$ cat config.mk
export PLATFORM = sky130hd
export DESIGN_NAME = cspin_top
export DESIGN_NICKNAME = d
export VERILOG_FILES = /design/src/core/cspin_pkg.sv /design/src/core/cspin_addr.sv /design/src/core/cspin_top.sv /design/src/core/cspin_wait.sv
export SDC_FILE = /design/constraint.sdc
export NUM_CORES = 1
export LEC_CHECK = 0
export BUFFER_PORTS_ARGS = -buffer_cell sky130_fd_sc_hd__buf_4
export CORE_MARGIN = 10
export CORE_UTILIZATION = 40
export DETAILED_ROUTE_END_ITERATION = 10
export PLACE_DENSITY = 0.66
export SLEW_MARGIN = 10
export SYNTH_ARGS = -nofsm -noshare
export SYNTH_HDL_FRONTEND = slang
export SYNTH_SLANG_ARGS = --single-unit
$ cat constraint.sdc
create_clock -name mclk_i -period 2.6 [get_ports mclk_i]
set_input_delay 0.13 -clock mclk_i [delete_from_list [all_inputs] [get_ports mclk_i]]
set_output_delay 0.13 -clock mclk_i [all_outputs]
set_load 0.05 [all_outputs]
$ cat src/core/cspin_pkg.sv
package cspin_pkg;

  localparam int CLK_MHZ = 200;
  // master-mode extra wait after init release, in microseconds
  localparam int WAIT_MIN_US = 30;
  localparam int WAIT_MAX_US = 300;
  localparam int WAIT_MIN_CYC = WAIT_MIN_US * CLK_MHZ;
  localparam int WAIT_MAX_CYC = WAIT_MAX_US * CLK_MHZ;
  // cycles between the strobe's rising edge and the address change
  localparam int STB_LEAD_CYC = 1;
  localparam int ADDR_W_BASE = 18;
  localparam int ADDR_W_EXT = 22;
  localparam int RDBK_BIT = 7;

  // mode pin code, bit order {two, one, zero}
  localparam logic [2:0] MODE_MSER = 3'h0;
  localparam logic [2:0] MODE_SPAR = 3'h1;
  localparam logic [2:0] MODE_APER = 3'h3;
  localparam logic [2:0] MODE_SPER = 3'h5;
  localparam logic [2:0] MODE_MPAR_UP = 3'h4;
  localparam logic [2:0] MODE_MPAR_DN = 3'h6;
  localparam logic [2:0] MODE_SSER = 3'h7;

  typedef enum logic [2:0] {
    CSPIN_MASTER_SERIAL,
    CSPIN_SLAVE_SERIAL,
    CSPIN_MASTER_PAR_UP,
    CSPIN_MASTER_PAR_DN,
    CSPIN_PERIPH_SYNC,
    CSPIN_PERIPH_ASYNC,
    CSPIN_SLAVE_PAR
  } cspin_mode_t;

  typedef struct packed {
    logic o;
    logic oe;
    logic pu;
  } cspin_pad_t;

  function automatic cspin_mode_t cspin_decode(input logic [2:0] m);
    unique case (m)
      MODE_MSER:    cspin_decode = CSPIN_MASTER_SERIAL;
      MODE_SPAR:    cspin_decode = CSPIN_SLAVE_PAR;
      MODE_APER:    cspin_decode = CSPIN_PERIPH_ASYNC;
      MODE_SPER:    cspin_decode = CSPIN_PERIPH_SYNC;
      MODE_MPAR_UP: cspin_decode = CSPIN_MASTER_PAR_UP;
      MODE_MPAR_DN: cspin_decode = CSPIN_MASTER_PAR_DN;
      default:      cspin_decode = CSPIN_SLAVE_SERIAL;
    endcase
  endfunction

  function automatic logic cspin_is_master(input cspin_mode_t md);
    cspin_is_master = (md == CSPIN_MASTER_SERIAL) ||
                      (md == CSPIN_MASTER_PAR_UP) ||
                      (md == CSPIN_MASTER_PAR_DN);
  endfunction

endpackage

$ cat src/core/cspin_addr.sv
`timescale 1ns/100ps
module cspin_addr #(
  parameter int AW = cspin_pkg::ADDR_W_BASE
) (
  input  wire logic          mclk_i,
  input  wire logic          nrst_i,
  input  wire logic          clr_i,
  input  wire logic          down_i,
  input  wire logic          step_i,
  output logic               strobe_o,
  output logic [AW-1:0]      addr_o,
  output logic               busy_o
);
  initial begin
    if (AW != cspin_pkg::ADDR_W_BASE && AW != cspin_pkg::ADDR_W_EXT) begin
      $error("address width must be 18 or 22");
    end
  end

  logic pend_r;

  // strobe rises, then address moves one cycle later
  always_ff @(posedge mclk_i or negedge nrst_i) begin
    if (!nrst_i) begin
      strobe_o <= 1'b0;
      pend_r   <= 1'b0;
      addr_o   <= '0;
    end else if (clr_i) begin
      strobe_o <= 1'b0;
      pend_r   <= 1'b0;
      addr_o   <= down_i ? '1 : '0;
    end else if (pend_r) begin
      pend_r   <= 1'b0;
      strobe_o <= 1'b0;
      addr_o   <= down_i ? addr_o - 1'b1 : addr_o + 1'b1;
    end else if (step_i) begin
      strobe_o <= 1'b1;
      pend_r   <= 1'b1;
    end
  end

  assign busy_o = pend_r;
endmodule

$ cat src/core/cspin_top.sv
`timescale 1ns/100ps
module cspin_top #(
  parameter int AW       = cspin_pkg::ADDR_W_BASE,
  parameter int WAIT_CYC = cspin_pkg::WAIT_MIN_CYC
) (
  input  wire logic               mclk_i,
  input  wire logic               nrst_i,
  // configuration core side
  input  wire logic               pwr_ok_i,
  input  wire logic               clear_busy_i,
  input  wire logic               cfg_err_i,
  input  wire logic               byte_busy_i,
  input  wire logic               addr_step_i,
  input  wire logic               io_active_i,
  input  wire logic               scan_used_i,
  output cspin_pkg::cspin_mode_t  mode_o,
  output logic                    mode_valid_o,
  output logic                    start_o,
  output logic                    step_ack_o,
  // init pin, open drain
  input  wire logic               init_n_i,
  output logic                    init_n_o,
  output logic                    init_n_oe_o,
  // ready/busy pin
  output cspin_pkg::cspin_pad_t   rdy_busy_o,
  input  wire logic               user_rdy_o_i,
  input  wire logic               user_rdy_oe_i,
  // async peripheral read
  input  wire logic               cs_i,
  input  wire logic               rd_i,
  output logic [7:0]              data_o,
  output logic                    data_oe_o,
  // master parallel address
  output logic                    addr_strobe_n_o,
  output logic [AW-1:0]           config_address_bus_o,
  output logic                    addr_oe_o,
  // mode pins
  input  wire logic               cfg_mode_sel_zero_i,
  input  wire logic               cfg_mode_sel_one_i,
  input  wire logic               cfg_mode_sel_two_i,
  output logic                    mode_pu_o,
  output logic                    user_mode_zero_o,
  output logic                    user_mode_two_o,
  input  wire logic               user_mode_one_i,
  input  wire logic               user_mode_one_oe_i,
  output logic                    cfg_mode_sel_one_o,
  output logic                    cfg_mode_sel_one_oe_o,
  // boundary scan pins
  input  wire logic               tdi_i,
  input  wire logic               tck_i,
  input  wire logic               tms_i,
  input  wire logic               scan_tdo_i,
  input  wire logic               user_tdo_i,
  input  wire logic               user_tdo_oe_i,
  output logic                    tdo_o,
  output logic                    tdo_oe_o,
  output logic                    scan_tdi_o,
  output logic                    scan_tck_o,
  output logic                    scan_tms_o,
  output logic                    scan_active_o,
  output logic                    user_tdi_o,
  output logic                    user_tck_o,
  output logic                    user_tms_o,
  // configuring indicators
  output logic                    high_while_configuring_o,
  output logic                    high_while_configuring_oe_o,
  output logic                    low_while_configuring_o,
  output logic                    low_while_configuring_oe_o
);
  typedef enum logic [2:0] {
    CSPIN_ST_CLEAR,
    CSPIN_ST_WAIT,
    CSPIN_ST_MWAIT,
    CSPIN_ST_LOAD,
    CSPIN_ST_USER
  } cspin_st_t;

  cspin_st_t              st_r;
  cspin_st_t              st_nxt;
  cspin_pkg::cspin_mode_t mode_r;
  logic                   mode_valid_r;
  logic                   init_low_r;
  logic                   wait_busy;
  logic                   wait_done;
  logic                   wait_start;
  logic                   is_master;
  logic                   is_periph;
  logic                   configuring;
  logic                   addr_busy;
  logic                   addr_clr;
  logic                   addr_step;

  assign is_master = cspin_pkg::cspin_is_master(
                       cspin_pkg::cspin_decode({cfg_mode_sel_two_i,
                                                cfg_mode_sel_one_i,
                                                cfg_mode_sel_zero_i}));
  assign is_periph = (mode_r == cspin_pkg::CSPIN_PERIPH_SYNC) ||
                     (mode_r == cspin_pkg::CSPIN_PERIPH_ASYNC);
  assign configuring = (st_r != CSPIN_ST_USER);

  always_comb begin
    st_nxt = st_r;
    unique case (st_r)
      CSPIN_ST_CLEAR: begin
        if (pwr_ok_i && !clear_busy_i) begin
          st_nxt = CSPIN_ST_WAIT;
        end
      end
      CSPIN_ST_WAIT: begin
        if (clear_busy_i) begin
          st_nxt = CSPIN_ST_CLEAR;
        end else if (init_n_i) begin
          st_nxt = is_master ? CSPIN_ST_MWAIT : CSPIN_ST_LOAD;
        end
      end
      CSPIN_ST_MWAIT: begin
        if (wait_done) begin
          st_nxt = CSPIN_ST_LOAD;
        end
      end
      CSPIN_ST_LOAD: begin
        if (io_active_i) begin
          st_nxt = CSPIN_ST_USER;
        end
      end
      CSPIN_ST_USER: begin
        if (clear_busy_i) begin
          st_nxt = CSPIN_ST_CLEAR;
        end
      end
    endcase
  end

  always_ff @(posedge mclk_i or negedge nrst_i) begin
    if (!nrst_i) begin
      st_r <= CSPIN_ST_CLEAR;
    end else begin
      st_r <= st_nxt;
    end
  end

  // mode caught on the init release edge
  always_ff @(posedge mclk_i or negedge nrst_i) begin
    if (!nrst_i) begin
      mode_r       <= cspin_pkg::CSPIN_SLAVE_SERIAL;
      mode_valid_r <= 1'b0;
    end else if (st_r == CSPIN_ST_WAIT && init_n_i && !clear_busy_i) begin
      mode_r       <= cspin_pkg::cspin_decode({cfg_mode_sel_two_i,
                                                cfg_mode_sel_one_i,
                                                cfg_mode_sel_zero_i});
      mode_valid_r <= 1'b1;
    end else if (st_r == CSPIN_ST_CLEAR) begin
      mode_valid_r <= 1'b0;
    end
  end

  assign mode_o       = mode_r;
  assign mode_valid_o = mode_valid_r;
  assign start_o      = (st_r == CSPIN_ST_LOAD);
  assign wait_start   = (st_r == CSPIN_ST_WAIT) && (st_nxt == CSPIN_ST_MWAIT);

  cspin_wait #(
    .WAIT_CYC (WAIT_CYC)
  ) u_wait (
    .mclk_i  (mclk_i),
    .nrst_i  (nrst_i),
    .start_i (wait_start),
    .busy_o  (wait_busy),
    .done_o  (wait_done)
  );

  // init low during clear, or on data error while loading
  always_ff @(posedge mclk_i or negedge nrst_i) begin
    if (!nrst_i) begin
      init_low_r <= 1'b1;
    end else begin
      init_low_r <= (st_nxt == CSPIN_ST_CLEAR) ||
                    (st_nxt == CSPIN_ST_LOAD && cfg_err_i);
    end
  end

  assign init_n_o    = 1'b0;
  assign init_n_oe_o = init_low_r;

  // ready/busy pad
  always_comb begin
    rdy_busy_o = '0;
    if (st_r == CSPIN_ST_USER) begin
      rdy_busy_o.o  = user_rdy_o_i;
      rdy_busy_o.oe = user_rdy_oe_i;
    end else if (st_r == CSPIN_ST_CLEAR || st_r == CSPIN_ST_WAIT) begin
      rdy_busy_o.pu = 1'b1;
    end else begin
      rdy_busy_o.o  = !byte_busy_i;
      rdy_busy_o.oe = 1'b1;
    end
  end

  // status readback on data bit seven
  always_ff @(posedge mclk_i or negedge nrst_i) begin
    if (!nrst_i) begin
      data_o    <= 8'h00;
      data_oe_o <= 1'b0;
    end else begin
      data_oe_o <= (st_r == CSPIN_ST_LOAD) &&
                   (mode_r == cspin_pkg::CSPIN_PERIPH_ASYNC) &&
                   cs_i && rd_i;
      data_o    <= 8'h00;
      data_o[cspin_pkg::RDBK_BIT] <= !byte_busy_i;
    end
  end

  assign addr_clr = (st_r != CSPIN_ST_LOAD);
  // steps refused outside load and in peripheral modes
  assign addr_step = addr_step_i && !addr_clr && !is_periph;

  cspin_addr #(
    .AW (AW)
  ) u_addr (
    .mclk_i   (mclk_i),
    .nrst_i   (nrst_i),
    .clr_i    (addr_clr),
    .down_i   (mode_r == cspin_pkg::CSPIN_MASTER_PAR_DN),
    .step_i   (addr_step),
    .strobe_o (addr_strobe_n_o),
    .addr_o   (config_address_bus_o),
    .busy_o   (addr_busy)
  );

  assign step_ack_o = addr_step && !addr_busy;
  assign addr_oe_o  = (st_r == CSPIN_ST_LOAD) &&
                      (mode_r == cspin_pkg::CSPIN_MASTER_PAR_UP ||
                       mode_r == cspin_pkg::CSPIN_MASTER_PAR_DN);

  // mode pins
  assign mode_pu_o             = configuring;
  assign user_mode_zero_o      = configuring ? 1'b0 : cfg_mode_sel_zero_i;
  assign user_mode_two_o       = configuring ? 1'b0 : cfg_mode_sel_two_i;
  assign cfg_mode_sel_one_o    = user_mode_one_i;
  assign cfg_mode_sel_one_oe_o = !configuring && user_mode_one_oe_i;

  // boundary scan routing
  assign scan_active_o = configuring || scan_used_i;
  assign scan_tdi_o    = scan_active_o ? tdi_i : 1'b0;
  assign scan_tck_o    = scan_active_o ? tck_i : 1'b0;
  assign scan_tms_o    = scan_active_o ? tms_i : 1'b0;
  assign user_tdi_o    = scan_active_o ? 1'b0 : tdi_i;
  assign user_tck_o    = scan_active_o ? 1'b0 : tck_i;
  assign user_tms_o    = scan_active_o ? 1'b0 : tms_i;

  always_comb begin
    if (scan_active_o) begin
      tdo_o    = scan_tdo_i;
      tdo_oe_o = 1'b1;
    end else begin
      tdo_o    = user_tdo_i;
      tdo_oe_o = user_tdo_oe_i;
    end
  end

  // configuring indicators
  assign high_while_configuring_o    = configuring;
  assign high_while_configuring_oe_o = configuring;
  assign low_while_configuring_o     = !configuring;
  assign low_while_configuring_oe_o  = configuring;

  logic unused_w;
  assign unused_w = wait_busy;
endmodule

$ cat src/core/cspin_wait.sv
`timescale 1ns/100ps
module cspin_wait #(
  parameter int WAIT_CYC = cspin_pkg::WAIT_MIN_CYC
) (
  input  wire logic mclk_i,
  input  wire logic nrst_i,
  input  wire logic start_i,
  output logic      busy_o,
  output logic      done_o
);
  localparam int CW = $clog2(WAIT_CYC + 1);

  initial begin
    if (WAIT_CYC < cspin_pkg::WAIT_MIN_CYC ||
        WAIT_CYC > cspin_pkg::WAIT_MAX_CYC) begin
      $error("wait count out of range");
    end
  end

  logic [CW-1:0] cnt_r;

  always_ff @(posedge mclk_i or negedge nrst_i) begin
    if (!nrst_i) begin
      cnt_r  <= '0;
      busy_o <= 1'b0;
      done_o <= 1'b0;
    end else if (start_i) begin
      cnt_r  <= CW'(WAIT_CYC - 1);
      busy_o <= 1'b1;
      done_o <= 1'b0;
    end else if (busy_o) begin
      if (cnt_r == '0) begin
        busy_o <= 1'b0;
        done_o <= 1'b1;
      end else begin
        cnt_r <= cnt_r - 1'b1;
      end
    end
  end
endmodule

==> results.json, run 1 <==
{
  "synth.avg_cell_area_sq_um": 8.92,
  "drive_above_1_share_pct": 36.6,
  "tightest_slew_ns": 0.872,
  "final_cell_mix": "buf_4, dfrtp_1, nand2_1",
  "clock_sinks": 45,
  "path_class": "reg2reg",
  "port_buffers": 72,
  "clock_skew_ns": 0.00398,
  "cp-start-kind": "register",
  "avgViaCountPerCell": 5.11,
  "ys_types": 62,
  "coreArea_sq_um": 7650,
  "dr_total_vias": 2836,
  "grt_max_degree": 46,
  "status": "completed",
  "layout.nets": 495,
  "routed_wl_um": 8430,
  "finalCritPeriodShare_pct": 98.4,
  "ys_warn_count": 0,
  "cts_made_buffers": 5,
  "ys_seq_elements": 45,
  "floorplan.die.height_um": 108,
  "num-fill-cells": 715,
  "ir_drop_mv": 0.600,
  "rsz0062_at_grt": "true",
  "cts_tree": "done",
  "first_pass_iters": 4,
  "slew_headroom_pct": 41.9,
  "grt_usage_pct": 13.9,
  "cts-root-buf": "clkbuf_8",
  "synth_area_sq_um": 3110,
  "areaGrowthSynthToFinish_pct": 37.7,
  "antenna_cells": 0,
  "synth_cells": 349,
  "synth_edf_count": 0,
  "synthFlopType": "dfrtp_1",
  "layout_commonest_cell": "buf_4",
  "finalMaxSlewViolations": 0,
  "gr-total-overflow": 0,
  "crit_fanout": 8,
  "arrival_ns": 2.76,
  "core.rowCount": 32,
  "grt_pass1_wl_um": 13600,
  "htreeDepth": 2,
  "end_kind": "register",
  "final-setup-viol-count": 0,
  "drc_errors": 0,
  "max_freq_ghz": 0.391,
  "finish.utilization_pct": 56.1,
  "clk_path_buf_depth": 2,
  "antenna_left": 0,
  "hold_viol": 0,
  "antenna_found_initial": 0,
  "routabilityCongestion": 0.839,
  "start_util_pct": 40.7,
  "num_io_pins": 83,
  "die_area_sq_um": 11700,
  "grt_pass1_vias": 2805,
  "cap_violations": 0,
  "hold_class": "in2reg",
  "power.density_nw_per_um2": 1110,
  "post_drt_wl_per_cell_um": 15.2,
  "worstSkewPairLatency_ns": 0.30,
  "setup_ws_ns": 0.0414,
  "die_x_um": 108,
  "fin_crit_ns": 2.56,
  "pre_cts_slack_ns": -0.202,
  "drtIter0Drc": 81,
  "async_flop_share_pct": 100,
  "clk_pin_slew_ns": 0.09,
  "seq_area_frac_synth_pct": 36.3,
  "p_leak_nw": 2.06,
  "critPathRequiredTime_ns": 2.80,
  "rrSetupSlack_ns": 0.04,
  "hpwl_um": 6390
}
[stage by stage]
stage	area, sq um	setup TNS, ns	hold slack [ns]	power [mW]	std cells
3_3_place_gp	3960	-0.418	0.172	4.01	540
2_1_floorplan	3180	-1.89	-0.166	3.13	356
5_1_grt	4290	-0.511	0.0479	5.09	555
3_5_place_dp	3960	-0.902	0.178	4.07	540
4_1_cts	4140	0	0.0395	4.69	553
6_report	4290	0	0.0453	4.76	555
[cell usage after synthesis, drive strengths merged (2+ instances only)]
master | n | share of area (%)
dfrtp | 43 | 35
nand2 | 40 | 5.1
a21oi | 28 | 4.9
o21ai | 24 | 4.0
nor2 | 21 | 3.1
nor3 | 20 | 3.6
ha | 17 | 6.8
buf | 15 | 3.5
xnor2 | 15 | 4.2
inv | 12 | 1.4
nand3 | 10 | 1.6
clkbuf | 9 | 1.1
a211oi | 8 | 1.9
nor2b | 7 | 1.4
a21o | 6 | 1.4
and3 | 6 | 1.2
xor2 | 6 | 1.7
mux2i | 5 | 1.6
nand2b | 5 | 1.0
nand3b | 5 | 1.2
and2 | 4 | 0.80
mux2 | 3 | 1.1
nor4 | 3 | 0.60
o21a | 3 | 0.72
a22o | 2 | 0.56
and4 | 2 | 0.64
dfstp | 2 | 1.7
nand4 | 2 | 0.40
o21bai | 2 | 0.48
o22ai | 2 | 0.60
o31ai | 2 | 0.48
or2 | 2 | 0.40
or3 | 2 | 0.40
or4 | 2 | 0.48
[report_power, final]
part / total (mW) / switching (mW) / internal, mW
registers: 1.23 / 0.284 / 0.947
logic: 2.97 / 1.79 / 1.18
clock network: 0.563 / 0.269 / 0.294
total: 4.76 / 2.35 / 2.42
[metal layers]
layer	vias to the layer above	share of wire [%]	routed length, um	GRT usage, %
li1	1437	-	-	-
met1	1334	43	3630	17.1
met2	58	51	4330	24.2
met3	7	4.9	410	3.75
met4	0	0.65	55	2.00
met5	-	0	0	0
[kinds of logic (layout without fill, tap and decap cells)]
group           Yosys count  after routing  synth area share, %
simple gates            133            133                 22.9
compound gates           87             87                 18.6
flops                    45             45                 36.3
buf+inv                  36            133                 6.07
xor+xnor                 21             21                 5.91
fa+ha+maj                18             18                 7.48
mux                       8              8                 2.69
other cells               1              8                0.120
[repair_timing]
action	4_1_cts	5_1_grt
setup endpoints to repair	9	14
hold buffers	2	0
hold endpoints to repair	44	0
gates resized for setup	4	30
pin swaps	1	18
setup buffers	3	2
[sequential cells by signal, indices dropped and copies added, names as in the netlist]
signal,count
u_addr.strobe_o,1
st_r,3
u_addr.addr_o,18
data_oe_o,1
data_o,1
init_n_oe_o,1
mode_valid_o,1
u_wait.busy_o,1
u_addr.busy_o,1
u_wait.done_o,1
mode_o,3
u_wait.cnt_r,13
[worst max-delay path, stage by stage (launching register included)]
cell and delay (ns):
dfstp_2 0.54, nand3b_1 0.13, clkinvlp_4 0.13, buf_12 0.13, ha_4 0.21, a211oi_2 0.22, nor2_2 0.07, or4_4 0.43
o22ai_4 0.17, xor2_1 0.17, a21oi_1 0.08, a21o_1 0.18
[worst paths after layout]
path | from | to | cells after the start
max | mode_o[0] | u_addr.addr_o[12] | 11
min reg2reg | mode_valid_o | mode_valid_o | 2
max in group asynchronous | nrst_i | mode_o[1] | 2
max reg2reg | mode_o[0] | u_addr.addr_o[12] | 11
min | cfg_err_i | init_n_oe_o | 3
min in group asynchronous | nrst_i | st_r[1] | 2
[layout make-up]
| type | instances | area (sq um) | share of cell area [%] |
|---|---|---|---|
| multi-input cells | 275 | 1990 | 46.4 |
| repair buffers | 113 | 873 | 20.4 |
| inverters | 12 | 48.8 | 1.14 |
| clock inverters | 3 | 47.5 | 1.11 |
| clock buffers | 5 | 68.8 | 1.61 |
| flip-flops and latches | 45 | 1130 | 26.4 |
| well taps | 102 | 128 | 2.98 |
(Power assumes the default switching activity.)
==> inputs of run 2 (changes only) <==
--- a/config.mk
+++ b/config.mk
@@ -6,7 +6,6 @@
 export NUM_CORES = 1
 export LEC_CHECK = 0
 export BUFFER_PORTS_ARGS = -buffer_cell sky130_fd_sc_hd__buf_4
-export CORE_MARGIN = 10
 export CORE_UTILIZATION = 40
 export DETAILED_ROUTE_END_ITERATION = 10
 export PLACE_DENSITY = 0.66
==> run 2 against run 1 <==
Sequential share of layout area up 0.38 points. Clock-buffer cell count up 1. Global-route usage up 6.1 points. Highest routed layer unchanged.
==> results.json, run 2 (same netlist as run 1, synthesis figures left out) <==
{
  "status": "completed",
  "tightest_slew_ns": 0.585,
  "layout_commonest_cell": "buf_4",
  "hold_viol": 0,
  "seqPwrFrac_pct": 27.0,
  "coreArea_sq_um": 7370,
  "clk_path_buf_depth": 2,
  "final.setup.tns_ns": 0,
  "worstSkewPairLatency_ns": 0.31,
  "clock_sinks": 45,
  "power_frac_comb_pct": 63.2,
  "p_leak_nw": 2.01,
  "cp-start-kind": "register",
  "reg.largest.list": "u_addr.addr_o x18, u_wait.cnt_r x13",
  "pwr-share-clk_pct": 9.8,
  "htreeDepth": 2,
  "drtIter0Drc": 96,
  "wl_met1_um": 3600,
  "cts-root-buf": "clkbuf_8",
  "drive_above_1_share_pct": 35.2,
  "critPathRequiredTime_ns": 2.81,
  "switching_share_pct": 50.1,
  "clk_pin_slew_ns": 0.09,
  "rsz0062_at_grt": "true",
  "arrival_ns": 2.78,
  "clock_skew_ns": 0.00823,
  "fin_crit_ns": 2.57,
  "start_util_pct": 42.2,
  "die_x_um": 90.2,
  "cellInternalPower_mw": 2.29,
  "finalMaxSlewViolations": 0,
  "layout.nets": 491,
  "grt_max_degree": 46,
  "largest_register": "u_addr.addr_o",
  "end_kind": "register",
  "avgViaCountPerCell": 5.20,
  "final-setup-viol-count": 0,
  "port_buffers": 72,
  "routed_wl_um": 7890,
  "finalCritPeriodShare_pct": 98.7,
  "areaGrowthSynthToFinish_pct": 35.7,
  "totalPowerFinal_mw": 4.59,
  "crit_fanout": 7,
  "ir_drop_mv": 0.570,
  "finish.utilization_pct": 57.3,
  "switchingPower_mw": 2.30,
  "routabilityCongestion": 0.809,
  "antenna_cells": 0,
  "slew_headroom_pct": 61.0,
  "grt_pass1_wl_um": 13400,
  "grt_pass1_vias": 2826,
  "met3_length_um": 171,
  "final_cell_mix": "buf_4, dfrtp_1, nand2_1",
  "hpwl_um": 5790,
  "routed-wl-met2_um": 4060,
  "cts_tree": "done",
  "grt_usage_pct": 20.1,
  "path_class": "reg2reg",
  "cap_violations": 0,
  "hold_class": "in2reg",
  "dr.max_layer_used": "met4",
  "dr_total_vias": 2851,
  "first_pass_iters": 4,
  "gr-total-overflow": 0,
  "drc_errors": 0,
  "antenna_left": 0,
  "cts_made_buffers": 5,
  "power.density_nw_per_um2": 1090,
  "die_area_sq_um": 8140,
  "num_io_pins": 83,
  "post_drt_wl_per_cell_um": 14.4,
  "core.rowCount": 31,
  "hold_ws_ns": 0.0512,
  "floorplan.die.height_um": 90.2,
  "antenna_found_initial": 0,
  "largest_reg_flops": 18,
  "max_freq_ghz": 0.390
}
==> run 2: changes by cell type in the layout (fill, tap and decap cells not counted), moves of 2 or more <==
cell | before | now
ha_1 | 13 | 11
ha_2 | 0 | 2
inv_6 | 2 | 0
nor2_2 | 3 | 0
buf_4 | 108 | 104
nor2_1 | 17 | 20
==> run 2: path summary, 6_finish.rpt <==
| path | startpoint | to | depth (start not counted) | slack, ns |
|---|---|---|---|---|
| min in group asynchronous | nrst_i | st_r[2] | 2 | 0.36 |
| worst min-delay path | cfg_err_i | init_n_oe_o | 3 | 0.05 |
| worst max register to register | mode_o[0] | u_addr.addr_o[16] | 11 | 0.03 |
| worst max-delay path | mode_o[0] | u_addr.addr_o[16] | 11 | 0.03 |
| max in group asynchronous | nrst_i | mode_o[1] | 2 | 1.81 |
| worst min register to register | mode_valid_o | mode_valid_o | 2 | 0.53 |
==> run 2: timing repair <==
| action | CTS | global route |
|---|---|---|
| endpoints found under the setup margin | 9 | 10 |
| hold buffers | 2 | 0 |
| pin swaps | 1 | 19 |
| resized for setup | 8 | 20 |
| setup buffers | 1 | 1 |
| hold endpoints to repair | 44 | 0 |
| cloned | 0 | 1 |
==> run 2: worst max-delay path, cell delays in order, from the launching register on <==
cell and delay (ns):
dfstp_2 0.53, nand3b_1 0.13, clkinvlp_4 0.14, buf_12 0.13, ha_4 0.21, a211oi_2 0.22
nor2_1 0.07, or4_4 0.43, o22ai_4 0.16, o21ai_1 0.11, xnor2_1 0.13, a211oi_1 0.20
==> run 2: power groups by stage <==
stage	registers [mW]	logic, mW	clock network (mW)
2_1_floorplan	1.58	1.55	0
3_3_place_gp	1.24	2.71	0
3_5_place_dp	1.25	2.75	0
4_1_cts	1.24	2.80	0.467
5_1_grt	1.28	3.14	0.490
6_report	1.24	2.90	0.450
==> run 2: per-layer routing <==
metal,GRT usage (%),up-vias
met3,2.88,7
met5,0,-
met1,25.7,1382
li1,-,1423
met2,35.8,39
met4,4.17,0
==> run 2: stage by stage <==
stage	setup slack (ns)	cells	cell area [sq um]
floorplan	-0.298	356	3180
global placement	-0.0652	535	3940
detailed placement	-0.170	535	3940
CTS	-0.00383	546	4100
global route	-0.103	548	4230
finish	0.0336	548	4230
==> run 2: cell type report <==
type | instances | area, sq um
Fill cell | 666 | 3140
Sequential cell | 45 | 1130
Timing Repair Buffer | 109 | 857
Clock buffer | 6 | 72.6
Multi-Input combinational cell | 275 | 1980
Tap cell | 99 | 124
Clock inverter | 2 | 16.3
Inverter | 12 | 48.8
==> inputs of run 3 (changes only) <==
--- a/config.mk
+++ b/config.mk
@@ -6,6 +6,7 @@
 export NUM_CORES = 1
 export LEC_CHECK = 0
 export BUFFER_PORTS_ARGS = -buffer_cell sky130_fd_sc_hd__buf_4
+export CORE_MARGIN = 1.5
 export CORE_UTILIZATION = 40
 export DETAILED_ROUTE_END_ITERATION = 10
 export PLACE_DENSITY = 0.66
==> run 3 against run 2 <==
The run now ends with setup timing left. Via count down 0.46%. Final area down 1.1%. Register-to-register slack worse by 0.06 ns. Clock-buffer cell count down 1. Critical path depth unchanged. Largest cell class unchanged. Largest power group unchanged.
==> results.json, run 3 (same netlist as run 1, synthesis figures left out) <==
{
  "status": "finished, violations left",
  "violations": "setup timing",
  "routed_wl_um": 7660,
  "post_drt_wl_per_cell_um": 14.0,
  "final_cell_mix": "buf_4, dfrtp_1, nand2_1",
  "drive_above_1_share_pct": 32.7,
  "fin_crit_ns": 2.63,
  "end_kind": "register",
  "num_io_pins": 83,
  "finalMaxSlewViolations": 0,
  "cts-root-buf": "clkbuf_8",
  "arrival_ns": 2.85,
  "pwr-share-clk_pct": 13.9,
  "num-fill-cells": 688,
  "switchingPower_mw": 2.28,
  "hold_class": "in2reg",
  "clock_sinks": 45,
  "drtIter0Drc": 105,
  "routabilityCongestion": 0.848,
  "hold_viol": 0,
  "rsz0062_at_grt": "true",
  "drc_errors": 0,
  "die_area_sq_um": 8320,
  "crit_fanout": 13,
  "floorplan.die.height_um": 91.2,
  "grt_pass1_wl_um": 13100,
  "largest_register": "u_addr.addr_o",
  "slew_headroom_pct": 60.4,
  "cp-start-kind": "register",
  "layout_commonest_cell": "buf_4",
  "cellInternalPower_mw": 2.45,
  "cts_made_buffers": 5,
  "finalCritPeriodShare_pct": 101,
  "reg.largest.list": "u_addr.addr_o x18, u_wait.cnt_r x13",
  "worstSkewPairLatency_ns": 0.30,
  "grt_pass1_vias": 2772,
  "power.density_nw_per_um2": 1130,
  "seqPwrFrac_pct": 26.0,
  "dp_cells": 534,
  "hpwl_um": 5770,
  "ir_drop_mv": 0.489,
  "max_freq_ghz": 0.380,
  "gr-total-overflow": 0,
  "start_util_pct": 42.0,
  "port_buffers": 72,
  "avgViaCountPerCell": 5.21,
  "antenna_cells": 0,
  "final-setup-viol-count": 2,
  "cap_violations": 0,
  "largest_reg_flops": 18,
  "path_class": "reg2reg",
  "tightest_slew_ns": 0.593,
  "areaGrowthSynthToFinish_pct": 34.3,
  "grt_max_degree": 46,
  "antenna_found_initial": 0,
  "setup_ws_ns": -0.0289,
  "critPathRequiredTime_ns": 2.82,
  "die_x_um": 91.2,
  "cts_tree": "done",
  "antenna_left": 0,
  "dr_total_vias": 2838,
  "clk_path_buf_depth": 2,
  "pre_cts_slack_ns": -0.202,
  "p_leak_nw": 2.05,
  "core.rowCount": 31,
  "final_cells": 545,
  "htreeDepth": 2,
  "power_frac_comb_pct": 60.1,
  "coreArea_sq_um": 7410,
  "layout.nets": 488,
  "grt_usage_pct": 19.2,
  "clk_pin_slew_ns": 0.10,
  "totalPowerFinal_mw": 4.72,
  "clock_skew_ns": 0.00847,
  "first_pass_iters": 4,
  "switching_share_pct": 48.2
}
[run 3: cell types whose count changed in the layout (fill, tap and decap cells not counted), sizes merged]
cell and delta:
buf -2, bufinv +2, clkbuf -2, clkinv -1
clkinvlp -1, inv +1
[run 3: path summary, 6_finish.rpt]
kind	start	end	slack, ns	depth (start not counted)
max in group asynchronous	nrst_i	mode_o[1]	1.80	2
setup reg to reg	mode_o[0]	u_addr.addr_o[16]	-0.03	11
setup / recovery	mode_o[0]	u_addr.addr_o[16]	-0.03	11
min in group asynchronous	nrst_i	u_addr.addr_o[15]	0.37	2
hold reg to reg	u_wait.done_o	u_wait.done_o	0.51	2
hold / removal	cfg_err_i	init_n_oe_o	0.05	3
[run 3: power groups by stage]
stage	combinational [mW]	sequential, mW	clock [mW]
2_1_floorplan	1.55	1.58	0
3_3_place_gp	2.71	1.23	0
4_1_cts	2.82	1.23	0.675
3_5_place_dp	2.76	1.24	0
5_1_grt	3.07	1.28	0.699
6_report	2.84	1.23	0.655
[run 3: metrics by stage]
stage / TNS [ns] / cell area, sq um / util [%] / hold slack [ns]
3_5_place_dp: -0.726 / 3930 / 53.0 / 0.179
6_report: -0.0549 / 4180 / 56.4 / 0.0454
3_3_place_gp: -0.285 / 3930 / 53.0 / 0.179
2_1_floorplan: -1.89 / 3180 / - / -0.166
5_1_grt: -0.847 / 4180 / 56.4 / 0.0511
4_1_cts: 0 / 4150 / 56.0 / 0.0348
[run 3: area by class of cell]
class | instances | area, sq um | share of cell area (%)
timing repair buffer | 106 | 817 | 19.5
sequential | 45 | 1130 | 27.1
inverter | 12 | 48.8 | 1.17
clock buffer | 5 | 68.8 | 1.65
multi-input combinational | 275 | 1920 | 46.0
clock inverter | 3 | 68.8 | 1.65
tap | 99 | 124 | 2.96
[run 3: worst max-delay path, stage by stage, from the launching register on]
cell        delay, ns
dfstp_2          0.54
nand3b_1         0.14
clkinvlp_4       0.12
buf_12           0.14
ha_4             0.21
a211oi_2         0.24
nor2_1           0.08
or4_1            0.42
o22ai_2          0.19
o21ai_1          0.11
xnor2_1          0.13
a211oi_1         0.20
[run 3: repair_timing]
item / in CTS / in global routing
endpoints found under the setup margin: 9 / 12
setup buffers: 1 / 0
gates resized for setup: 9 / 8
pin swaps: 3 / 3
hold buffers: 2 / 0
cloned: 0 / 0
hold endpoints to repair: 44 / 0
[run 3: layer usage]
layer	track usage [%]	up-vias	part of all wire (%)
met4	3.91	0	0.77
met2	33.3	47	49
met3	3.18	7	2.7
met1	25.2	1369	47
li1	-	1415	-
met5	0	-	0
